**config.mk**
```make
export PLATFORM = sky130hd
export DESIGN_NAME = smc_dev_flat
export DESIGN_NICKNAME = d
export VERILOG_FILES = /design/src/shared/smc_pkg.sv /design/src/shared/smc_if.sv /design/src/core/smc_dev.sv /design/src/flat_wrapper.sv
export VERILOG_INCLUDE_DIRS = /design/src /design/src/shared
export SDC_FILE = /design/constraint.sdc
export NUM_CORES = 1
export LEC_CHECK = 0
export BUFFER_PORTS_ARGS = -buffer_cell sky130_fd_sc_hd__buf_2
export CAP_MARGIN = 20
export CORE_UTILIZATION = 50
export DETAILED_ROUTE_END_ITERATION = 16
export PLACE_DENSITY = 0.7
export SLEW_MARGIN = 30
export SYNTH_ARGS = -nofsm -noshare
export SYNTH_HDL_FRONTEND = slang
export SYNTH_SLANG_ARGS = --single-unit
```
**constraint.sdc**
```tcl
create_clock -name clk_i -period 8.95 [get_ports clk_i]
set_input_delay 1.3425 -clock clk_i [delete_from_list [all_inputs] [get_ports clk_i]]
set_output_delay 1.3425 -clock clk_i [all_outputs]
set_load 0.05 [all_outputs]
```
**src/shared/smc_regs.svh**
```systemverilog
// Purpose: named constants for the sensor maintenance command link
// Assumes: 40 MHz clock, 25 ns period
// Notes: times kept in their own unit, cycle counts derived below
`ifndef SMC_REGS_SVH
`define SMC_REGS_SVH
// ==========================================================
// command codes
`define SMC_CMD_SERIAL 16'h3682
`define SMC_CMD_SELFTEST 16'h3639
`define SMC_CMD_FACTORY 16'h3632
`define SMC_CMD_REINIT 16'h3646
`define SMC_CMD_VARIANT 16'h202f
// ==========================================================
// timing
`define SMC_CLK_HZ 40000000
`define SMC_CYC_PER_MS (`SMC_CLK_HZ / 1000)
`define SMC_T_SELFTEST_MS 10000
`define SMC_T_FACTORY_MS 1200
`define SMC_T_REINIT_MS 30
`define SMC_T_VARIANT_MS 1
`define SMC_T_SERIAL_MS 1
// ==========================================================
// response layout
`define SMC_CRC_POLY 8'h31
`define SMC_CRC_INIT 8'hff
`define SMC_VAR_MSB 15
`define SMC_VAR_LSB 12
`define SMC_SERIAL_WORDS 3
`endif

```
**src/shared/smc_pkg.sv**
```systemverilog
// Purpose: shared types for the maintenance command link
// Assumes: nothing beyond the constants header
// Notes: crc function used by both ends
`include "smc_regs.svh"
package smc_pkg;
   typedef logic [15:0] smc_word_t;
   typedef logic [7:0] smc_byte_t;
   // crc-8 over two bytes, msb first
   function automatic smc_byte_t smc_crc8(input smc_word_t w);
      smc_byte_t c;
      c = `SMC_CRC_INIT;
      for (int i = 15; i >= 0; i--) begin
         if (c[7] ^ w[i]) begin
            c = {c[6:0], 1'b0} ^ `SMC_CRC_POLY;
         end else begin
            c = {c[6:0], 1'b0};
         end
      end
      return c;
   endfunction : smc_crc8
endpackage : smc_pkg

```
**src/shared/smc_if.sv**
```systemverilog
// Purpose: command and response link between host and sensor
// Assumes: one shared clock, byte level transfers
// Notes: i2c framing abstracted to command word and read bytes
`timescale 1ns/100ps
`default_nettype none
interface smc_if;
   logic cmd_valid;
   logic [15:0] cmd_code;
   logic cmd_ready;
   logic rd_req;
   logic rd_ack;
   logic rd_nack;
   logic [7:0] rd_data;
   logic rd_last;
   modport dev (input cmd_valid, cmd_code, rd_req,
      output cmd_ready, rd_ack, rd_nack, rd_data, rd_last);
   modport host (output cmd_valid, cmd_code, rd_req,
      input cmd_ready, rd_ack, rd_nack, rd_data, rd_last);
endinterface : smc_if
`default_nettype wire

```
**src/core/smc_dev.sv**
```systemverilog
// Function
// - serial command returns three words, crc each
// - host joins words into serial number
// - 48-bit unique serial sent msw first
// - self-test command runs up to 10000 ms
// - self-test word zero means no fault
// - factory restore within 1200 ms, no data
// - factory restore clears recalibration histories
// - reinit reloads settings within 30 ms
// - host sends reinit only when idle
// - variant word in 1 ms, top nibble
// - host decodes only top four bits
// - host waits execution time before reading
//
// Purpose: sensor end of the maintenance command link
// Assumes: host obeys idle and wait rules
// Notes: long waits are parameters so simulation can shorten them
`timescale 1ns/100ps
`default_nettype none
`include "smc_regs.svh"
module smc_dev #(
   parameter logic [47:0] SERIAL = 48'h0123_4567_89ab, // arbitrary value
   parameter logic [3:0] VARIANT = 4'h3, // arbitrary value
   parameter logic [11:0] VAR_LOW = 12'h000,
   parameter int unsigned SELFTEST_CYC =
      `SMC_T_SELFTEST_MS * `SMC_CYC_PER_MS,
   parameter int unsigned FACTORY_CYC = `SMC_T_FACTORY_MS * `SMC_CYC_PER_MS,
   parameter int unsigned REINIT_CYC = `SMC_T_REINIT_MS * `SMC_CYC_PER_MS,
   parameter int unsigned VARIANT_CYC = `SMC_T_VARIANT_MS * `SMC_CYC_PER_MS,
   parameter int unsigned SERIAL_CYC = `SMC_T_SERIAL_MS * `SMC_CYC_PER_MS
) (
   // clock and reset
   input wire logic clk_i,
   input wire logic nrst_i,
   // link
   smc_if.dev link,
   // sensor core side
   input wire logic selftest_fault_i,
   input wire logic [15:0] selftest_code_i,
   output logic factory_restore_o,
   output logic clear_forced_recalibration_o,
   output logic clear_automatic_baseline_correction_o,
   output logic reload_settings_o,
   output logic busy_o
);
   import smc_pkg::*;

   // ==========================================================
   // state
   typedef enum logic [2:0] {
      SMC_IDLE = 3'b001,
      SMC_EXEC = 3'b010,
      SMC_RESP = 3'b100
   } smc_state_t;

   smc_state_t state;
   logic [31:0] timer;
   logic [15:0] cur_cmd;
   smc_word_t words [0:2];
   logic [1:0] nwords;
   logic [1:0] widx;
   logic [1:0] bidx;
   smc_word_t result;

   // execution time chosen per command
   function automatic logic [31:0] exec_cycles(input logic [15:0] c);
      case (c)
         `SMC_CMD_SERIAL: exec_cycles = 32'(SERIAL_CYC);
         `SMC_CMD_SELFTEST: exec_cycles = 32'(SELFTEST_CYC);
         `SMC_CMD_FACTORY: exec_cycles = 32'(FACTORY_CYC);
         `SMC_CMD_REINIT: exec_cycles = 32'(REINIT_CYC);
         `SMC_CMD_VARIANT: exec_cycles = 32'(VARIANT_CYC);
         default: exec_cycles = 32'h0;
      endcase
   endfunction : exec_cycles

   function automatic logic known_cmd(input logic [15:0] c);
      known_cmd = (exec_cycles(c) != 32'h0);
   endfunction : known_cmd

   // commands only accepted in idle; unknown codes are dropped
   assign link.cmd_ready = (state == SMC_IDLE);
   assign busy_o = (state == SMC_EXEC);

   // ==========================================================
   // sequencer
   always_ff @(posedge clk_i or negedge nrst_i) begin
      if (!nrst_i) begin
         state <= SMC_IDLE;
         timer <= 32'h0;
         cur_cmd <= 16'h0;
      end else begin
         case (state)
            SMC_IDLE: begin
               if (link.cmd_valid && known_cmd(link.cmd_code)) begin
                  state <= SMC_EXEC;
                  cur_cmd <= link.cmd_code;
                  timer <= exec_cycles(link.cmd_code) - 32'h1;
               end
            end
            SMC_EXEC: begin
               if (timer != 32'h0) begin
                  timer <= timer - 32'h1;
               end else if (nwords != 2'h0) begin
                  state <= SMC_RESP;
               end else begin
                  state <= SMC_IDLE;
               end
            end
            SMC_RESP: begin
               // last byte read; an unread answer keeps the link busy
               if (link.rd_req && widx == nwords - 2'h1 &&
                  bidx == 2'h2) begin
                  state <= SMC_IDLE;
               end
            end
            default: state <= SMC_IDLE;
         endcase
      end
   end

   // response word count per command
   always_comb begin
      case (cur_cmd)
         `SMC_CMD_SERIAL: nwords = 2'(`SMC_SERIAL_WORDS);
         `SMC_CMD_SELFTEST, `SMC_CMD_VARIANT: nwords = 2'h1;
         default: nwords = 2'h0;
      endcase
   end

   // self-test outcome: zero word when healthy
   assign result = selftest_fault_i ?
      ((selftest_code_i == 16'h0) ? 16'h1 : selftest_code_i) : 16'h0;

   // response words, serial most significant word first
   always_comb begin
      words[0] = SERIAL[47:32];
      words[1] = SERIAL[31:16];
      words[2] = SERIAL[15:0];
      if (cur_cmd == `SMC_CMD_SELFTEST) begin
         words[0] = result;
      end else if (cur_cmd == `SMC_CMD_VARIANT) begin
         words[0] = {VARIANT, VAR_LOW};
      end
   end

   // ==========================================================
   // read byte stream: msb, lsb, crc per word
   always_ff @(posedge clk_i or negedge nrst_i) begin
      if (!nrst_i) begin
         widx <= 2'h0;
         bidx <= 2'h0;
         link.rd_data <= 8'h0;
         link.rd_last <= 1'b0;
      end else if (state != SMC_RESP) begin
         widx <= 2'h0;
         bidx <= 2'h0;
      end else if (link.rd_req) begin
         case (bidx)
            2'h0: link.rd_data <= words[widx][15:8];
            2'h1: link.rd_data <= words[widx][7:0];
            default: link.rd_data <= smc_crc8(words[widx]);
         endcase
         link.rd_last <= (widx == nwords - 2'h1) && (bidx == 2'h2);
         if (bidx == 2'h2) begin
            bidx <= 2'h0;
            widx <= widx + 2'h1;
         end else begin
            bidx <= bidx + 2'h1;
         end
      end
   end

   // ack a read only when response is ready
   always_ff @(posedge clk_i or negedge nrst_i) begin
      if (!nrst_i) begin
         link.rd_ack <= 1'b0;
         link.rd_nack <= 1'b0;
      end else begin
         link.rd_ack <= link.rd_req && (state == SMC_RESP);
         link.rd_nack <= link.rd_req && (state != SMC_RESP);
      end
   end

   // one-cycle pulses to the core at command end
   always_ff @(posedge clk_i or negedge nrst_i) begin
      if (!nrst_i) begin
         factory_restore_o <= 1'b0;
         clear_forced_recalibration_o <= 1'b0;
         clear_automatic_baseline_correction_o <= 1'b0;
         reload_settings_o <= 1'b0;
      end else begin
         factory_restore_o <= 1'b0;
         clear_forced_recalibration_o <= 1'b0;
         clear_automatic_baseline_correction_o <= 1'b0;
         reload_settings_o <= 1'b0;
         if (state == SMC_EXEC && timer == 32'h0) begin
            if (cur_cmd == `SMC_CMD_FACTORY) begin
               factory_restore_o <= 1'b1;
               clear_forced_recalibration_o <= 1'b1;
               clear_automatic_baseline_correction_o <= 1'b1;
            end
            if (cur_cmd == `SMC_CMD_REINIT) begin
               reload_settings_o <= 1'b1;
            end
         end
      end
   end
endmodule : smc_dev
`default_nettype wire

```
**src/flat_wrapper.sv**
```systemverilog
// flat-port wrapper written by rule: the top's interface ports become plain ports
module smc_dev_flat import smc_pkg::*;
#(
   parameter logic [47:0] SERIAL = 48'h0123_4567_89ab,                   
   parameter logic [3:0] VARIANT = 4'h3,                   
   parameter logic [11:0] VAR_LOW = 12'h000,
   parameter int unsigned SELFTEST_CYC =
      `SMC_T_SELFTEST_MS * `SMC_CYC_PER_MS,
   parameter int unsigned FACTORY_CYC = `SMC_T_FACTORY_MS * `SMC_CYC_PER_MS,
   parameter int unsigned REINIT_CYC = `SMC_T_REINIT_MS * `SMC_CYC_PER_MS,
   parameter int unsigned VARIANT_CYC = `SMC_T_VARIANT_MS * `SMC_CYC_PER_MS,
   parameter int unsigned SERIAL_CYC = `SMC_T_SERIAL_MS * `SMC_CYC_PER_MS
)
  (clk_i, nrst_i, selftest_fault_i, selftest_code_i, factory_restore_o, clear_forced_recalibration_o, clear_automatic_baseline_correction_o, reload_settings_o, busy_o, link_cmd_valid, link_cmd_code, link_rd_req, link_cmd_ready, link_rd_ack, link_rd_nack, link_rd_data, link_rd_last);
  smc_if link_i ();
  input wire logic clk_i;
  input wire logic nrst_i;
  input wire logic selftest_fault_i;
  input wire logic [15:0] selftest_code_i;
  output logic factory_restore_o;
  output logic clear_forced_recalibration_o;
  output logic clear_automatic_baseline_correction_o;
  output logic reload_settings_o;
  output logic busy_o;
  input wire logic [$bits(link_i.cmd_valid)-1:0] link_cmd_valid;
  input wire logic [$bits(link_i.cmd_code)-1:0] link_cmd_code;
  input wire logic [$bits(link_i.rd_req)-1:0] link_rd_req;
  output wire logic [$bits(link_i.cmd_ready)-1:0] link_cmd_ready;
  output wire logic [$bits(link_i.rd_ack)-1:0] link_rd_ack;
  output wire logic [$bits(link_i.rd_nack)-1:0] link_rd_nack;
  output wire logic [$bits(link_i.rd_data)-1:0] link_rd_data;
  output wire logic [$bits(link_i.rd_last)-1:0] link_rd_last;
  assign link_i.cmd_valid = link_cmd_valid;
  assign link_i.cmd_code = link_cmd_code;
  assign link_i.rd_req = link_rd_req;
  assign link_cmd_ready = link_i.cmd_ready;
  assign link_rd_ack = link_i.rd_ack;
  assign link_rd_nack = link_i.rd_nack;
  assign link_rd_data = link_i.rd_data;
  assign link_rd_last = link_i.rd_last;
  smc_dev #(.SERIAL(SERIAL), .VARIANT(VARIANT), .VAR_LOW(VAR_LOW), .SELFTEST_CYC(SELFTEST_CYC), .FACTORY_CYC(FACTORY_CYC), .REINIT_CYC(REINIT_CYC), .VARIANT_CYC(VARIANT_CYC), .SERIAL_CYC(SERIAL_CYC)) u_core (.clk_i(clk_i), .nrst_i(nrst_i), .link(link_i), .selftest_fault_i(selftest_fault_i), .selftest_code_i(selftest_code_i), .factory_restore_o(factory_restore_o), .clear_forced_recalibration_o(clear_forced_recalibration_o), .clear_automatic_baseline_correction_o(clear_automatic_baseline_correction_o), .reload_settings_o(reload_settings_o), .busy_o(busy_o));
endmodule
```
### Word-level counts from Yosys, hierarchy flattened

Cells that the tools add are included.
Widths: inputs -> output; s select.

| cells by class | value |
|---|---|
| divide/modulo/power cells | 0 |
| magnitude comparators | 1 |
| $add $sub $neg | 5 |
| $mul | 0 |
| equality and inequality tests | 21 |
| multiplexer cells | 92 |
| reduce and logical (&&, ||, !) cells | 24 |
| shift-type cells | 0 |
| bitwise operators | 32 |

Operator list:

| operator | count |
|---|---|
| $mux 8 | 45 |
| $eq 16x14->1 const B | 10 |
| $mux 32 | 5 |
| $pmux 29 s4 | 1 |
| $mux 6 | 16 |
| $mux 16 | 5 |
| $pmux 32 s2 | 1 |
| $reduce_bool 32->1 | 2 |
| $sub 32x1->32 const B | 2 |
| $not 3->3 | 15 |
| $bmux 16 s2 | 1 |
| $logic_not 32->1 | 1 |
| $logic_not 16->1 | 1 |
| $pmux 8 s2 | 1 |
| $xor 1x1->1 | 15 |
| $mux 14 | 1 |
| $mux 2 | 6 |
| $mux 3 | 4 |
| $pmux 3 s3 | 1 |
| $reduce_bool 2->1 | 4 |
| $logic_and 1x1->1 | 7 |
| $ne 2x1->1 const B | 3 |
| $reduce_and 2->1 | 3 |
| $reduce_and 3->1 | 2 |
| other kinds (17) | 23 |

| storage, ports and cells | value |
|---|---|
| output and inout port bits | 17 |
| latch bits | 0 |
| bits in writable memories | 0 |
| memory bits (read-only) | 0 |
| logic and storage cells | 186 |
| memories | 0 |
| flip-flop bits (word level) | 68 |

### Depth between registers and ports, before layout

| depth | value |
|---|---|
| depth in word-level cells | 84 |
| depth in mapped cells | 17 |

### Worst setup path before layout

Ideal clock, no wire load.

| path | value |
|---|---|
| kind | reg-to-reg |
| start point | register u_core.state[2] |
| end point | register u_core.timer[28] |
| setup time | 0.086 ns |
| data required time | 8.864 ns |
| stages on the path, launching flop included | 18 |
| slack | 5.001 ns |
| arrival | 3.863 ns |
| cell sequence | dfrtp_1 > or3b_1 > clkbuf_1 > inv_1 > buf_2 > clkbuf_1 > clkbuf_1 > buf_1 > nand2_1 > ha_1 > buf_1 > o21ai_0 > nor3_1 > o211ai_1 > or3_1 > a21oi_1 > and3_1 > nor3_1 |

| on the way | value |
|---|---|
| cells in the longest elaborated chain, start to end | 3 |
| elaborated cells between the ends (all ways) | 7 |
| classes of those cells | 4 x eq/ne; 1 x mux; 2 x reduce/logical |

RTL lines:

| item | RTL line | text |
|---|---|---|
| start: declaration | smc_dev.sv:56 | `smc_state_t state;` |
| start signal: assignment | smc_dev.sv:89 | `state <= SMC_IDLE;` |
| start signal: assignment | smc_dev.sv:96 | `state <= SMC_EXEC;` |
| start signal: assignment | smc_dev.sv:105 | `state <= SMC_RESP;` |
| $eq 3x2->1 (*) | - |  |
| via busy_o | flat_wrapper.sv:24 | `output logic busy_o;` |
| $ne 2x1->1 (no line) or $reduce_bool 2->1 (tied branches) | - |  |
| $reduce_and 3->1 (no line) | - |  |
| end signal: assignment | smc_dev.sv:98 | `timer <= exec_cycles(link.cmd_code) - 32'h1;` |
| end signal: assignment | smc_dev.sv:103 | `timer <= timer - 32'h1;` |
| end: declaration | smc_dev.sv:57 | `logic [31:0] timer;` |

Mark *: on every way through the listed nets, which the timed path passes. The rest lies on a longest branch.
A chain may end at the register's enable or synchronous reset.

### Worst setup path in the final report

| path | value |
|---|---|
| start point | input port link_cmd_code[15] |
| end point | register u_core.timer[18] |

| on the way | value |
|---|---|
| cells in the longest elaborated chain, start to end | 8 |
| elaborated cells between the ends (all ways) | 17 |
| classes of those cells | 1 x add/sub; 6 x eq/ne; 6 x mux; 4 x reduce/logical |

RTL lines:

| item | RTL line | text |
|---|---|---|
| start: declaration | flat_wrapper.sv:26 | `input wire logic [$bits(link_i.cmd_code)-1:0] link_cmd_code;` |
| $eq 16x14->1 | smc_dev.sv:67 | `case (c)` |
| $reduce_or 2->1 (no line) | - |  |
| $pmux 29 s4 (*) | smc_dev.sv:67 |  |
| $mux 32 (on tied branches) | smc_dev.sv:95, smc_dev.sv:93 |  |
| $mux 32 or $reduce_bool 32->1 (tied branches) | smc_dev.sv:93, smc_dev.sv:78 |  |
| $sub 32x1->32 or $logic_and 1x1->1 (tied branches) | smc_dev.sv:98, smc_dev.sv:95 |  |
| $mux 32 or $ne 2x1->1 (tied branches) | - |  |
| $pmux 32 s2 or $reduce_and 3->1 (tied branches) | - |  |

Every way passes the cells marked *; elsewhere a longest branch is shown, timed or not. The select of a mux whose other input is x is not followed.

==> reports/qor.txt <==
Switching pwr = 0.000229 W
H-tree depth = 3
Sequential share of the synthesized area = 0.352
Worst min path class = flip-flop to flip-flop
Commonest register cell after synthesis = dfrtp_1
Total track usage = 0.276
Root Driver = clkbuf_8
Hold_sp = u_core.link.rd_data[3]
Number of global-route vias before repair = 4,584
Clk pin slew, worst setup/hold paths = 0.08 ns
Fraction of layout cells with a size suffix above 1 = 0.141
Hold Violations, Final = 0
CTS tree = done
Reg2reg start = u_core.state[0]
Slowest-stage cell, CP = a21oi_1
Yosys reg bits = 68
# fillers = 891
Crit-path max FO = 33
RSZ-0062 raised after global routing = false
Largest area contributor in the netlist = dfrtp_1
Top cells by area, synth = dfrtp_1 (35%), a21oi_1 (6.7%), nand2_1 (6.7%)
Total core area = 9280 um2
NumNets Final = 680
DR iter-0 viols = 320
Max Cap Viol = 0
Post-synth top cells = nand2_1 (86), dfrtp_1 (67), a21oi_1 (65), nor2_1 (53), o21ai_0 (40)
First-pass GRT wire length = 22,100 um
Final Max Slew Viols = 0
Leak Pwr = 2.34 nW
Initial antenna violation count = 0
Starting density of the core = 0.521
WHS Endpoint = u_core.link.rd_data[3]
Clock share of power = 0.412
Worst hold path cell count = 2
Post-synth top area share = 0.347
DRC = 0
Period utilisation layout = 0.497
Inserted Clock Buffers = 9
Min Clock Period, post-route = 4.45 ns
Die W = 100 um
Combinational share of power = 0.166
Power Internal = 0.000552 W
R2R setup slack = 4.68 ns
RePlAce Congestion = 0.914
Post-synth EDFFs = 0
Post-synth ARST share = 1.00
PwrDens = 144 nW/um2
Count leader, synth = nand2_1
Inserted Diodes = 0
Sequential cell fraction of total power = 0.422
Final WL = 13,300 um
Worst-path cell chain = buf_2, nor3b_1, nand4_1, o22a_1, a21oi_1, nor2_1, buf_4, clkinv_1, o21ai_0, or3_1, nand3_1
Maximum vdd drop = 82.5 uV
Tightest Pin Transition = 0.920 ns
Largest net degree at the start of global routing = 69
Post-CTS Resized = 0
R2R Path End = u_core.timer[30]
CP peak stage delay = 0.69 ns
Status = finished, final reports clean
Cell area after synthesis = 4830 um2
Post-DP HPWL = 9410 um
Worst Path Required = 9.24 ns
Fmax = 0.225 GHz
Sw Ratio = 0.293
Die area = 10,100 um2
Post-Route Setup TNS = 0 ns
CP endpoint kind = flip-flop
Die Ht = 100 um
Unique masters post-synth = 68
DR pass1 iterations = 5
Util after Layout = 0.585
Crit path max-delay family = simple AND/OR/NAND/NOR gates
Reg2reg path depth = 11
I/O Buffers = 53
# IOs = 54
WP buf/inv = 3
Clock Skew = 0.0112 ns
Sink Count = 68
FP Rows = 35
Syn avg cell area = 7.99 um2
Final setup viols = 0
Drt via density = 6.23
Clk buf depth = 2
Clock latency on the worst-skew pair = 0.35 ns
Area growth, synth to finish = 12.4%
Vias = 4,831
CTS Hold Bufs = 0
YS warnings = 0
ANT nets after route = 0
CP Data Arrival Time = 4.74 ns
Postcts setup bufs = 0
Total congestion overflow = 0
WL/cell = 17.2 um
Worst Setup Path Type = input port to flip-flop
Syn_nets = 643
Critical Path Source Type = input port
Mapped Cells = 605
Slew headroom = 0.386
-- cell families (layout without fill, tap and decap cells) --
logic type               count (synthesis)  count (layout)  share of synthesized area
AO/OA/AOI/OAI                          168             168                      0.214
flip-flops                              68              68                      0.352
XOR/XNOR                                36              36                     0.0756
multiplexers                             7               7                     0.0153
AND/OR/NAND/NOR                        282             282                      0.305
buffers and inverters                   43              85                     0.0355
adder cells (fa/ha/maj)                  1               1                    0.00259
-- area by class of cell --
type | count | area, um2 | area share
Clock buffer | 10 | 138 | 0.0253
Clock inverter | 6 | 111 | 0.0205
Inverter | 12 | 45.0 | 0.00829
Multi-Input combinational cell | 494 | 2960 | 0.545
Sequential cell | 68 | 1700 | 0.313
Tap cell | 129 | 161 | 0.0297
Timing Repair Buffer | 57 | 315 | 0.0580
-- cell usage in the layout, fill, tap and decap left out, types with 4 or more instances in the layout --
cell type	count
o22ai_1	4
nand2_1	86
nand2b_1	4
clkbuf_8	10
nor4_1	15
o31ai_1	8
nand3_1	24
xnor2_1	24
and3_1	6
a21o_1	7
o21ai_0	40
buf_2	53
o211ai_1	5
xor2_1	8
nor3_1	18
inv_1	10
and4_1	7
a31oi_1	5
dfrtp_1	67
nand4_1	8
nor4bb_1	4
or2_2	4
and2_1	7
mux2i_1	4
or3_1	16
nor3b_1	5
a21oi_1	65
nor2_1	53
or4_1	4
-- worst reg2reg max path, stage by stage (launching register included) --
cell      delay, ns
dfstp_2        0.54
or3b_1         0.71
inv_1          0.21
nand2_1        0.15
ha_1           0.40
o21ai_0        0.25
nor3_1         0.28
o211ai_1       0.28
nor4_1         0.85
nand4_1        0.22
xor2_1         0.19
nor2_1         0.06
-- through the flow --
step,setup slack [ns],power [W],hold slack (ns),cell area (um2),std cells
final,4.50,0.000781,0.488,5430,776
after CTS,4.33,0.000784,0.491,5410,775
after global placement,4.13,0.000463,0.446,5160,759
after detailed placement,3.96,0.000464,0.463,5160,759
after floorplan,5.00,0.000422,0.426,4830,605
after global routing,4.23,0.000810,0.510,5430,776
-- worst max-delay path by stage --
| stage | end | startpoint | slack, ns | depth (start not counted) |
|---|---|---|---|---|
| 2_1_floorplan | u_core.timer[28] | u_core.state[2] | 5.00 | 17 |
| 3_3_place_gp | u_core.timer[18] | link_cmd_code[0] | 4.13 | 11 |
| 3_5_place_dp | u_core.timer[18] | link_cmd_code[15] | 3.96 | 11 |
| 4_1_cts | u_core.timer[18] | link_cmd_code[15] | 4.33 | 11 |
| 5_1_grt | u_core.timer[18] | link_cmd_code[15] | 4.23 | 11 |
| 6_report | u_core.timer[18] | link_cmd_code[15] | 4.50 | 11 |
-- power groups by stage --
stage,logic (W),registers [W],clock network (W)
global route,0.000140,0.000332,0.000338
detailed placement,0.000129,0.000336,0
finish,0.000130,0.000330,0.000321
floorplan,0.0000340,0.000388,0
CTS,0.000129,0.000330,0.000325
global placement,0.000128,0.000335,0
-- per-layer routing --
layer  vias up  global-route usage  share of wire
li1       2282                   -              -
met1      2340               0.364           0.44
met2       174               0.450           0.48
met3        35              0.0446          0.051
met4         0               0.115          0.028
met5         -                   0              0
-- registers in the layout, indices dropped and copies added, names as in the netlist --
name,count
u_core.widx,2
u_core.cur_cmd,16
u_core.reload_settings_o,1
u_core.timer,32
u_core.link.rd_ack,1
u_core.link.rd_data,8
u_core.clear_forced_recalibration_o,1
u_core.state,3
u_core.link.rd_nack,1
u_core.link.rd_last,1
u_core.bidx,2
(Power assumes the default switching activity.)
